--- config.mk ---
export PLATFORM = sky130hd
export DESIGN_NAME = vpw_bus_error_handler
export DESIGN_NICKNAME = d
export VERILOG_FILES = /design/src/design/vpw_err_pkg.sv /design/src/design/vpw_bus_error_handler.sv
export SDC_FILE = /design/constraint.sdc
export NUM_CORES = 1
export LEC_CHECK = 0
export ABC_CLOCK_PERIOD_IN_PS = 5500
export BUFFER_PORTS_ARGS = -buffer_cell sky130_fd_sc_hd__buf_4
export CAP_MARGIN = 30
export CELL_PAD_IN_SITES_DETAIL_PLACEMENT = 0
export CELL_PAD_IN_SITES_GLOBAL_PLACEMENT = 1
export CORE_MARGIN = 10
export CORE_UTILIZATION = 25
export CTS_CLUSTER_SIZE = 8
export DETAILED_ROUTE_END_ITERATION = 10
export GPL_TIMING_DRIVEN = 1
export MAX_ROUTING_LAYER = met4
export PLACE_DENSITY_LB_ADDON = 0.08
export SETUP_SLACK_MARGIN = 0.2
export SYNTH_ARGS = -nofsm -noshare
export SYNTH_HDL_FRONTEND = slang
export SYNTH_SLANG_ARGS = --single-unit
--- constraint.sdc ---
create_clock -name clk -period 5.5 [get_ports clk]
set_clock_uncertainty 0.1 [all_clocks]
set_input_delay 0.825 -clock clk [delete_from_list [all_inputs] [get_ports clk]]
set_output_delay 0.825 -clock clk [all_outputs]
set_load 0.02 [all_outputs]
--- src/design/vpw_err_pkg.sv ---
/*
  Constants, register map and carrier types of the J1850 VPW bus error handler.
  Assumes a neighbouring symbol decoder and transmitter on the same clock.
*/
// Summary of operation
// - Own message with invalid bits or misplaced framing is a transmission error; stop driving.
// - Transmission error shows in state vector; irq only with irq_enable_bit set.
// - Run CRC over received data and CRC byte; mismatch sets CRC error flag.
// - CRC catches all single, double and up to 8-bit burst errors.
// - CRC error raises its interrupt, then bus ignored until end of frame.
// - Invalid symbol in a received message sets the invalid symbol status.
// - EOD or EOF off a byte boundary is a framing error.
// - Active symbol seen while sending EOD is a framing error.
// - Framing error sets invalid symbol status, interrupts, then waits for end of frame.
// - Noise bits while transmitting abort at once and raise invalid symbol.
// - Bus held active by battery short: never start a transmission.
// - After supply short need end-of-frame before retrying; may set loss of arbitration.
// - Ground short: start sending, then see transmission error as SOF cannot drive.
// - After ground short abort, no retry until a new CPU transmit command.
// - Ground short reported as invalid symbol; end of frame needed before retrying.
// - Once a temporary fault clears, normal operation resumes with no special action.
// - Break while sending or receiving raises invalid symbol; state vector read clears it.
// - After break wait for idle bus, then for the next valid start of frame.
// - Never generate a break symbol; only detect them.
// - Interrupt request holds until all sources cleared or reset zeroes the vector.
// - Ignore-message control disables receiver, holds status until SOF or break clears it; code zeroes the flags while ignoring instead.
package vpw_err_pkg;
  localparam logic [31:0] ADDR_CTRL = 32'h0000_0000;
  localparam logic [31:0] ADDR_SVR = 32'h0000_0004;
  localparam logic [31:0] ADDR_STATUS = 32'h0000_0008;
  localparam int CTRL_IE_BIT = 0;
  localparam int CTRL_IGNORE_MESSAGE_CONTROL_BIT = 1;
  localparam int CTRL_TXGO_BIT = 2;
  localparam logic CTRL_IE_RESET = 1'b0;
  localparam logic CTRL_IGNORE_MESSAGE_CONTROL_RESET = 1'b0;
  localparam logic [7:0] SVR_NONE = 8'h00;
  localparam logic [7:0] SVR_INVALID = 8'h1c;
  localparam logic [7:0] SVR_CRC = 8'h18;
  localparam logic [7:0] SVR_TXERR = 8'h14;
  localparam logic [7:0] SVR_EOF = 8'h08;
  localparam logic [7:0] SVR_LOA = 8'h04;
  localparam logic [7:0] CRC_PRESET = 8'hff;
  localparam logic [7:0] CRC_POLY = 8'h1d;
  localparam logic [7:0] CRC_RESIDUE = 8'hc4;
  localparam int DRIVE_DELAY = 2;

  typedef enum logic [2:0] {
    SYM_DATA0 = 3'b000,
    SYM_DATA1 = 3'b001,
    SYM_SOF = 3'b010,
    SYM_EOD = 3'b011,
    SYM_EOF = 3'b100,
    SYM_BRK = 3'b101,
    SYM_INVALID = 3'b110
  } sym_kind_t;

  typedef struct packed {
    logic valid;
    sym_kind_t kind;
  } sym_t;

  typedef struct packed {
    logic sending;
    logic eod_phase;
    logic drive_active;
  } tx_stat_t;

  typedef struct packed {
    logic inv;
    logic crc;
    logic txerr;
    logic eof;
    logic loss_of_arbitration_flag;
  } flags_t;

  typedef enum logic [1:0] {
    ST_HUNT = 2'b00,
    ST_FRAME = 2'b01,
    ST_WAIT_EOF = 2'b10,
    ST_WAIT_IDLE = 2'b11
  } rx_state_t;
endpackage : vpw_err_pkg

--- src/design/vpw_bus_error_handler.sv ---
/*
  Error detection and recovery of a J1850 VPW byte link controller, AHB-Lite slave.
  Assumes symbols arrive decoded, one-cycle valid, on clk; bus_rx is the raw pin.
*/
`timescale 1ns/10ps
`default_nettype none
module vpw_bus_error_handler
(
  input wire logic clk,
  input wire logic resetn,
  input wire logic hsel,
  input wire logic [31:0] haddr,
  input wire logic [1:0] htrans,
  input wire logic hwrite,
  input wire logic [2:0] hsize,
  input wire logic [31:0] hwdata,
  input wire logic hready,
  output logic hreadyout,
  output logic [31:0] hrdata,
  output logic hresp,
  input wire vpw_err_pkg::sym_t sym,
  input wire vpw_err_pkg::tx_stat_t tx,
  input wire logic bus_rx,
  output logic tx_enable,
  output logic tx_abort,
  output logic irq
);
  import vpw_err_pkg::*;

  function automatic logic [7:0] crc_step(input logic [7:0] c, input logic b);
    logic fb;
    fb = c[7] ^ b;
    crc_step = {c[6:0], 1'b0} ^ (fb ? CRC_POLY : 8'h00);
  endfunction : crc_step

  function automatic logic [7:0] svr_code(input flags_t f);
    if (f.inv)
      svr_code = SVR_INVALID;
    else if (f.crc)
      svr_code = SVR_CRC;
    else if (f.txerr)
      svr_code = SVR_TXERR;
    else if (f.eof)
      svr_code = SVR_EOF;
    else if (f.loss_of_arbitration_flag)
      svr_code = SVR_LOA;
    else
      svr_code = SVR_NONE;
  endfunction : svr_code

  // pin synchroniser; only the second stage is looked at
  logic bus_m_r;
  logic bus_s_r;
  logic [DRIVE_DELAY-1:0] drv_d_r;

  always_ff @(posedge clk or negedge resetn)
  begin
    if (!resetn)
    begin
      bus_m_r <= 1'b0;
      bus_s_r <= 1'b0;
      drv_d_r <= '0;
    end
    else
    begin
      bus_m_r <= bus_rx;
      bus_s_r <= bus_m_r;
      // drive delayed to line up with the synchronised echo
      drv_d_r <= {drv_d_r[DRIVE_DELAY-2:0], tx.drive_active};
    end
  end

  logic drv_echo;
  assign drv_echo = drv_d_r[DRIVE_DELAY-1];

  logic ie_r, ie_nxt;
  logic ignore_message_control_r, ignore_message_control_nxt;
  logic tx_pending_r, tx_pending_nxt;
  logic need_eof_r, need_eof_nxt;
  logic tx_enable_r, tx_enable_nxt;
  logic tx_abort_r, tx_abort_nxt;
  flags_t flags_r, flags_nxt;
  rx_state_t state_r, state_nxt;
  logic [7:0] crc_r, crc_nxt;
  logic [2:0] bitcnt_r, bitcnt_nxt;
  logic wr_pend_r, wr_pend_nxt;
  logic [31:0] wr_addr_r, wr_addr_nxt;
  logic [31:0] hrdata_r, hrdata_nxt;

  logic addr_phase;
  logic sym_live;
  logic crc_bad;
  flags_t set_v;
  flags_t clr_v;
  logic [7:0] svr;

  assign addr_phase = hsel && hready && htrans[1];
  assign sym_live = sym.valid && (!ignore_message_control_r || sym.kind == SYM_SOF || sym.kind == SYM_BRK);
  assign svr = svr_code(flags_r);
  assign crc_bad = sym_live && state_r == ST_FRAME && sym.kind == SYM_EOD
                   && bitcnt_r == 3'h0 && crc_r != CRC_RESIDUE;

  always_comb
  begin
    set_v = '0;
    clr_v = '0;
    state_nxt = state_r;
    crc_nxt = crc_r;
    bitcnt_nxt = bitcnt_r;
    tx_abort_nxt = 1'b0;
    need_eof_nxt = need_eof_r;
    ie_nxt = ie_r;
    ignore_message_control_nxt = ignore_message_control_r;
    tx_pending_nxt = tx_pending_r;
    wr_pend_nxt = addr_phase && hwrite;
    wr_addr_nxt = addr_phase ? haddr : wr_addr_r;
    hrdata_nxt = hrdata_r;

    // receive framing and CRC check
    if (sym_live)
    begin
      if (sym.kind == SYM_EOF)
      begin
        set_v.eof = 1'b1;
        need_eof_nxt = 1'b0;
      end
      if (sym.kind == SYM_BRK)
      begin
        set_v.inv = 1'b1;
        state_nxt = ST_WAIT_IDLE;
        tx_abort_nxt = tx.sending;
      end
      else
      begin
        case (state_r)
          ST_HUNT:
          begin
            if (sym.kind == SYM_SOF)
            begin
              state_nxt = ST_FRAME;
              crc_nxt = CRC_PRESET;
              bitcnt_nxt = 3'h0;
            end
          end
          ST_FRAME:
          begin
            case (sym.kind)
              SYM_DATA0, SYM_DATA1:
              begin
                crc_nxt = crc_step(crc_r, sym.kind == SYM_DATA1);
                bitcnt_nxt = bitcnt_r + 3'h1;
              end
              SYM_EOD:
              begin
                if (bitcnt_r != 3'h0)
                begin
                  set_v.inv = 1'b1;
                  state_nxt = ST_WAIT_EOF;
                end
                else if (crc_bad)
                begin
                  set_v.crc = 1'b1;
                  state_nxt = ST_WAIT_EOF;
                end
                else
                  crc_nxt = CRC_PRESET; // in-frame response may follow
              end
              SYM_EOF:
              begin
                if (bitcnt_r != 3'h0)
                  set_v.inv = 1'b1;
                state_nxt = ST_HUNT;
              end
              default:
              begin
                set_v.inv = 1'b1;
                state_nxt = ST_WAIT_EOF;
              end
            endcase
          end
          ST_WAIT_EOF, ST_WAIT_IDLE:
          begin
            // EOF marks the idle bus; hunt then waits for SOF
            if (sym.kind == SYM_EOF)
              state_nxt = ST_HUNT;
          end
          default:
            state_nxt = ST_HUNT;
        endcase
      end

      // errors in our own message
      if (tx.sending)
      begin
        if (sym.kind == SYM_INVALID)
        begin
          set_v.inv = 1'b1;
          set_v.txerr = 1'b1;
          tx_abort_nxt = 1'b1;
        end
        if ((sym.kind == SYM_EOD || sym.kind == SYM_EOF) && bitcnt_r != 3'h0)
        begin
          set_v.txerr = 1'b1;
          tx_abort_nxt = 1'b1;
        end
        if (tx.eod_phase && (sym.kind == SYM_DATA0 || sym.kind == SYM_DATA1
            || sym.kind == SYM_SOF))
        begin
          set_v.inv = 1'b1;
          tx_abort_nxt = 1'b1;
        end
      end
    end

    // bus level disagrees with our own drive
    if (tx.sending && !ignore_message_control_r)
    begin
      if (drv_echo && !bus_s_r)
      begin
        set_v.txerr = 1'b1;
        set_v.inv = 1'b1;
        tx_abort_nxt = 1'b1;
      end
      else if (!drv_echo && bus_s_r && !tx.drive_active)
      begin
        set_v.loss_of_arbitration_flag = 1'b1;
        tx_abort_nxt = 1'b1;
      end
    end
    if (tx_abort_nxt)
      need_eof_nxt = 1'b1;
    // state vector read clears only the reported source
    if (addr_phase && !hwrite)
    begin
      hrdata_nxt = 32'h0000_0000;
      if (haddr == ADDR_CTRL)
      begin
        hrdata_nxt[CTRL_IE_BIT] = ie_r;
        hrdata_nxt[CTRL_IGNORE_MESSAGE_CONTROL_BIT] = ignore_message_control_r;
      end
      else if (haddr == ADDR_SVR)
      begin
        hrdata_nxt[7:0] = svr;
        if (flags_r.inv)
          clr_v.inv = 1'b1;
        else if (flags_r.crc)
          clr_v.crc = 1'b1;
        else if (flags_r.txerr)
          clr_v.txerr = 1'b1;
        else if (flags_r.eof)
          clr_v.eof = 1'b1;
        else
          clr_v.loss_of_arbitration_flag = 1'b1;
      end
      else if (haddr == ADDR_STATUS)
        hrdata_nxt[12:0] = {need_eof_r, tx_pending_r, bus_s_r, state_r, bitcnt_r,
                            flags_r};
    end

    // a new hardware event wins over the clearing read
    flags_nxt = (flags_r & ~clr_v) | set_v;
    // SOF or break releases ignore mode and is itself received
    if (sym.valid && (sym.kind == SYM_SOF || sym.kind == SYM_BRK))
      ignore_message_control_nxt = 1'b0;

    if (wr_pend_r && wr_addr_r == ADDR_CTRL)
    begin
      ie_nxt = hwdata[CTRL_IE_BIT];
      if (hwdata[CTRL_IGNORE_MESSAGE_CONTROL_BIT])
        ignore_message_control_nxt = 1'b1;
      if (hwdata[CTRL_TXGO_BIT])
        tx_pending_nxt = 1'b1;
    end

    // an abort drops the request; only a new command retries
    if (tx_abort_nxt)
      tx_pending_nxt = 1'b0;
    else if (tx.sending)
      tx_pending_nxt = 1'b0;

    if (ignore_message_control_r && !sym_live)
    begin
      flags_nxt = '0;
      state_nxt = ST_HUNT;
    end

    // no start while bus is held active or an EOF is owed
    tx_enable_nxt = tx_pending_nxt && !need_eof_nxt && !bus_s_r
                    && state_nxt == ST_HUNT && !tx_abort_nxt;
  end

  always_ff @(posedge clk or negedge resetn)
  begin
    if (!resetn)
    begin
      ie_r <= CTRL_IE_RESET;
      ignore_message_control_r <= CTRL_IGNORE_MESSAGE_CONTROL_RESET;
      tx_pending_r <= 1'b0;
      need_eof_r <= 1'b0;
      tx_enable_r <= 1'b0;
      tx_abort_r <= 1'b0;
      flags_r <= '0;
      state_r <= ST_HUNT;
      crc_r <= CRC_PRESET;
      bitcnt_r <= 3'h0;
      wr_pend_r <= 1'b0;
      wr_addr_r <= 32'h0000_0000;
      hrdata_r <= 32'h0000_0000;
    end
    else
    begin
      ie_r <= ie_nxt;
      ignore_message_control_r <= ignore_message_control_nxt;
      tx_pending_r <= tx_pending_nxt;
      need_eof_r <= need_eof_nxt;
      tx_enable_r <= tx_enable_nxt;
      tx_abort_r <= tx_abort_nxt;
      flags_r <= flags_nxt;
      state_r <= state_nxt;
      crc_r <= crc_nxt;
      bitcnt_r <= bitcnt_nxt;
      wr_pend_r <= wr_pend_nxt;
      wr_addr_r <= wr_addr_nxt;
      hrdata_r <= hrdata_nxt;
    end
  end

  // zero-wait slave; break generation is deliberately absent
  assign hreadyout = 1'b1;
  assign hresp = 1'b0;
  assign hrdata = hrdata_r;
  assign tx_enable = tx_enable_r;
  assign tx_abort = tx_abort_r;
  assign irq = ie_r && !ignore_message_control_r && (svr != SVR_NONE);
endmodule : vpw_bus_error_handler
`default_nettype wire

# Word level (Yosys, flattened, before mapping)

Index checks and enable logic that the tools add are counted.

Register bits after elaboration: 74
Bits of input ports: 82
Output and inout bits: 37
Word-level logic and storage cells: 178

Add/subtract/negate cells: 1
Equal/unequal tests: 17
Muxes and demuxes: 82
Bitwise gates (word level): 6
Reduce and logical (&&, ||, !) cells: 52

Operators by type and width:

| cell                  | number |
|---|---|
| $logic_not A32 Y1     | 2 |
| $mux W5               | 9 |
| $mux W1               | 44 |
| $eq A32 B3 Y1 const B | 1 |
| $eq A32 B4 Y1 const B | 1 |
| $mux W8               | 4 |
| $pmux W8 S2           | 2 |
| $logic_and A1 B1 Y1   | 24 |
| $mux W2               | 10 |
| $mux W13              | 1 |
| $mux W3               | 4 |
| $mux W4               | 3 |
| $pmux W2 S3           | 2 |
| $mux W11              | 1 |
| $eq A3 B3 Y1 const B  | 3 |
| $logic_not A1 Y1      | 8 |
| $ne A8 B8 Y1 const B  | 1 |
| $reduce_bool A8 Y1    | 1 |
| $xor A8 B5 Y8         | 1 |
| $reduce_and A7 Y1     | 1 |
| $eq A3 B2 Y1 const B  | 2 |
| $logic_not A3 Y1      | 2 |
| $logic_or A1 B1 Y1    | 6 |
| $ne A3 B3 Y1 const B  | 2 |
| 19 further kinds      | 23 |

# Depth between registers and ports, before layout

Word-level depth: 21
Mapped depth: 8
Gate-level depth less buffers: 8

# Least setup slack after synthesis

OpenSTA, ideal clock, no wires.

Path kind: in2reg
Start point: input port haddr[10]
End point: register flags_r[2] in the netlist's numbering
Setup time: 139 ps
Arrival time: 2179 ps
Data required time: 5261 ps
Path slack: 3081 ps
Cell stages on the path: 7
Path buffers: 1
Cell sequence: nor4_1 -> nand4_1 -> or3_1 -> buf_2 -> nand2b_1 -> o311ai_0 -> o21ai_0

RTL lines:

| what                 | line                         | source |
|---|---|---|
| start, declared      | vpw_bus_error_handler.sv:12  | `input wire logic [31:0] haddr,` |
| end signal, assigned | vpw_bus_error_handler.sv:318 | `flags_r <= flags_nxt;` |
| end, declared        | vpw_bus_error_handler.sv:82  | `flags_t flags_r, flags_nxt;` |

# Worst setup path in the final report

Start point: input port hsel
End point: register hrdata_r[5], in the netlist hrdata[5]

Word-level cells in the longest chain between the ends: 3

Ends and longest elaborated chain:

| what                             | line                         | source |
|---|---|---|
| start, declared                  | vpw_bus_error_handler.sv:11  | `input wire logic hsel,` |
| $logic_and A1 B1 Y1 (2 in a row) | vpw_bus_error_handler.sv:97  | `assign addr_phase = hsel && hready && htrans[1];` |
| $logic_and A1 B1 Y1              | vpw_bus_error_handler.sv:233 | `if (addr_phase && !hwrite)` |
| end signal, assigned             | vpw_bus_error_handler.sv:324 | `hrdata_r <= hrdata_nxt;` |
| end, declared                    | vpw_bus_error_handler.sv:88  | `logic [31:0] hrdata_r, hrdata_nxt;` |

No other way between the ends.
A chain may end at the register's enable or synchronous reset.

==> results.cfg <==
[cts]
clockBufferDepth = 2
htreeDepth = 3
numCtsBuffers = 9
cts.sinks = 74
cts_resized = 0
insertion_delay_ns = 0.34
clk_pin_slew_worst_paths_ns = 0.06
post_cts_buffers = 0
cts_tree = yes
cts_root_buf = clkbuf_16
hold_buffers = 0

[grt]
grt_busiest_layer = met2
grt.met1_usage_pct = 13.3
track_usage_pct = 10.8
met2_usage_pct = 16.5
grt_max_degree = 46
gr-total-overflow = 0
antenna_found_initial = 0
grt_pass1_vias = 2964
grt_use_met3_pct = 3.72
grt_first_pass_wirelength_um = 16600

[critical_path]
cp.required_ns = 5.67
endpoint_kind = register
slowest_delay_ns = 0.62
path_max_fanout = 34
crit_arrival_ns = 3.07
cp_slowest_cell = nor2b_1
crit_top_cell = buf_4
worst_setup_path_start_kind = primary input
path_class = primary input to register
path_cells = buf_4 -> nand3_2 -> buf_4 -> nand2b_2 -> or3_1 -> nor2b_1 -> a22o_1

[detailed_routing]
via_per_inst = 4.65
routed_wirelength_um = 10200
dr.pass1.iters = 4
vias = 2678
drc = 0
wire_per_inst_um = 17.6
drtAntennaViolNets = 0
drt_iter0_drc = 155

[sta]
final_max_slew_viol_count = 0
min_period_over_period_pct = 52.8
layout_setup_ws_ns = 2.60
finalHoldViolations = 0
period_minus_slack_ns = 2.90
rsz0062_at_grt = no
worstMarginPinSlew_ns = 0.726
timing.fmax_mhz = 345
fin_setup_tns_ns = 0
setup_violations = 0
holdWs_ns = 0.245
slew_headroom_pct = 51.5

[synth]
synth_simple_gate_area_share_pct = 14.7
yosys_register_bits = 74
synth-async-reset-ratio_pct = 100
ys.flop_type = dfrtp_1
synth_warnings = 0
synth_top_family_by_area = simple AND/OR/NAND/NOR gates
syn_area_mm2 = 0.00362
synthCells = 328
ys_types = 56
ys_top_cells_by_area = dfrtp_1 (46%), mux2_2 (10%), dfstp_2 (5.8%)
avgSynthCellArea_um2 = 11.0
synth_edf_count = 0
synth_fa_ha_area_share_pct = 0.691
synth.area.mux_share_pct = 10.8
synth_xor_area_share_pct = 0.968
ys_seq_area_share_pct = 51.4
yosys.area.top_type = dfrtp_1
synth_compound_area_share_pct = 14.4
synth_top_area_share_pct = 45.6

[placement]
routabilityCongestion = 0.822
post-dp-hpwl_um = 7710
io_buffers = 64
post-place-ws_ns = 2.25

[worst_hold_path]
hold_class = register to register

[floorplanning]
dieArea_mm2 = 0.0197
ios = 119
design.core.area_mm2 = 0.0140
fp-row-count = 43
die_height_um = 140
initial_core_util_pct = 25.8
die_x_um = 140

[pwr]
p_leak_nw = 1.99
p_sw_share_pct = 27.1
power_frac_seq_pct = 45.1
pwr-share-comb_pct = 16.4
pwr-share-clk_pct = 38.5
internal_power_mw = 1.19
p_switching_mw = 0.441
total_power_mw = 1.63
p_per_area_mw_per_mm2 = 359
vdd_drop_max_uv = 251

[final_layout]
layout-drive-gt1-share_pct = 32.8
register_area_mm2 = 0.00186
syn_to_final_growth_pct = 25.2
final_core_util_pct = 32.3
diodes = 0
layout.nets = 476
multi_input_area_mm2 = 0.00159
fill_cells = 1474

[run_status]
outcome = completed

[job]
maxCapViolCount = 0
## area by class of cell
| class | instances | share of cell area, % |
|---|---|---|
| repair buffers | 66 | 11.4 |
| well taps | 180 | 4.97 |
| multi-input cells | 231 | 35.0 |
| flip-flops and latches | 74 | 41.1 |
| inverters | 10 | 0.828 |
| clock inverters | 5 | 1.74 |
| clock buffers | 10 | 5.05 |
## state kept, by name, summed over array words and instances (netlist names)
name                      count
tx_enable                     1
drv_d_r                       2
ie_r                          1
crc_r                         8
tx_abort                      1
wr_pend_r                     1
bus_m_r                       1
wr_addr_r                    32
flags_r                       5
state_r                       2
bus_s_r                       1
need_eof_r                    1
ignore_message_control_r      1
tx_pending_r                  1
hrdata                       13
bitcnt_r                      3
## cells by family after synthesis
| kind of cell | count (synthesis) |
|---|---|
| AND/OR/NAND/NOR | 96 |
| other | 2 |
| XOR/XNOR | 4 |
| adder cells (fa/ha/maj) | 2 |
| buffers and inverters | 42 |
| AO/OA/AOI/OAI | 73 |
| multiplexers | 35 |
| flip-flops | 74 |
## final timing paths
kind                       cells after the start                startpoint       endpoint  slack [ns]
max reg2reg                                    6  ignore_message_control_r      tx_enable        3.01
min                                            0                drv_d_r[0]     drv_d_r[1]        0.24
min reg2reg                                    0                drv_d_r[0]     drv_d_r[1]        0.24
max in group asynchronous                      2                    resetn       crc_r[5]        4.34
min in group asynchronous                      1                    resetn  wr_addr_r[13]        0.32
max                                            7                      hsel      hrdata[5]        2.60
## through the flow
step / area [um^2] / cells
after global routing: 4530 / 576
final: 4530 / 576
after detailed placement: 4230 / 561
after CTS: 4530 / 576
after floorplan: 3690 / 347
after global placement: 4200 / 560
## layer usage
| layer | vias to the layer above | part of all wire (%) |
|---|---|---|
| met2 | 53 | 47 |
| met5 | - | 0 |
| met1 | 1325 | 48 |
| li1 | 1290 | - |
| met4 | 0 | 1.2 |
| met3 | 10 | 4.4 |
## worst max-delay path: cells and delay by family
kind	cells	cell delay, ns
AND/OR/NAND/NOR	4	1.66
buffers and inverters	2	0.35
AO/OA/AOI/OAI	1	0.23
## cells in the mapped netlist (2+ instances only)
library cell	count
a31oi_1	2
o22a_1	4
clkbuf_1	5
mux2_2	33
nand3_1	4
nand3b_1	2
and3_1	3
or4_1	2
a22oi_1	5
buf_1	2
nor4b_1	2
or3_1	2
buf_2	3
ha_1	2
a2bb2oi_1	4
o31ai_1	3
nand2_1	21
a21oi_1	14
dfrtp_1	66
nor2b_1	9
mux2i_1	2
nor4_1	12
conb_1	2
nor3_1	9
a22o_1	8
nand2b_1	6
dfstp_2	8
o21ai_0	19
nor2_1	13
buf_4	22
nand4_1	3
inv_1	10
xor2_1	3
## layout by cell type (no fill, tap or decap), types with 5 or more instances in the layout
cell type / instances
nand2_1: 21
inv_1: 10
conb_1: 21
dfrtp_1: 66
clkbuf_16: 9
mux2_2: 33
nand2b_1: 6
a21oi_1: 14
buf_4: 65
nor3_1: 9
dfstp_2: 8
a22oi_1: 5
nor4_1: 12
nor2_1: 13
o21ai_0: 19
nor2b_1: 9
a22o_1: 8
## power by group through the flow
stage	combinational (mW)	sequential (mW)	clock, mW
5_1_grt	0.297	0.750	0.672
6_report	0.266	0.734	0.627
3_3_place_gp	0.265	0.742	0
2_1_floorplan	0.196	0.720	0
4_1_cts	0.270	0.735	0.649
3_5_place_dp	0.269	0.744	0
Note: power is estimated with default switching activity, not from simulation.
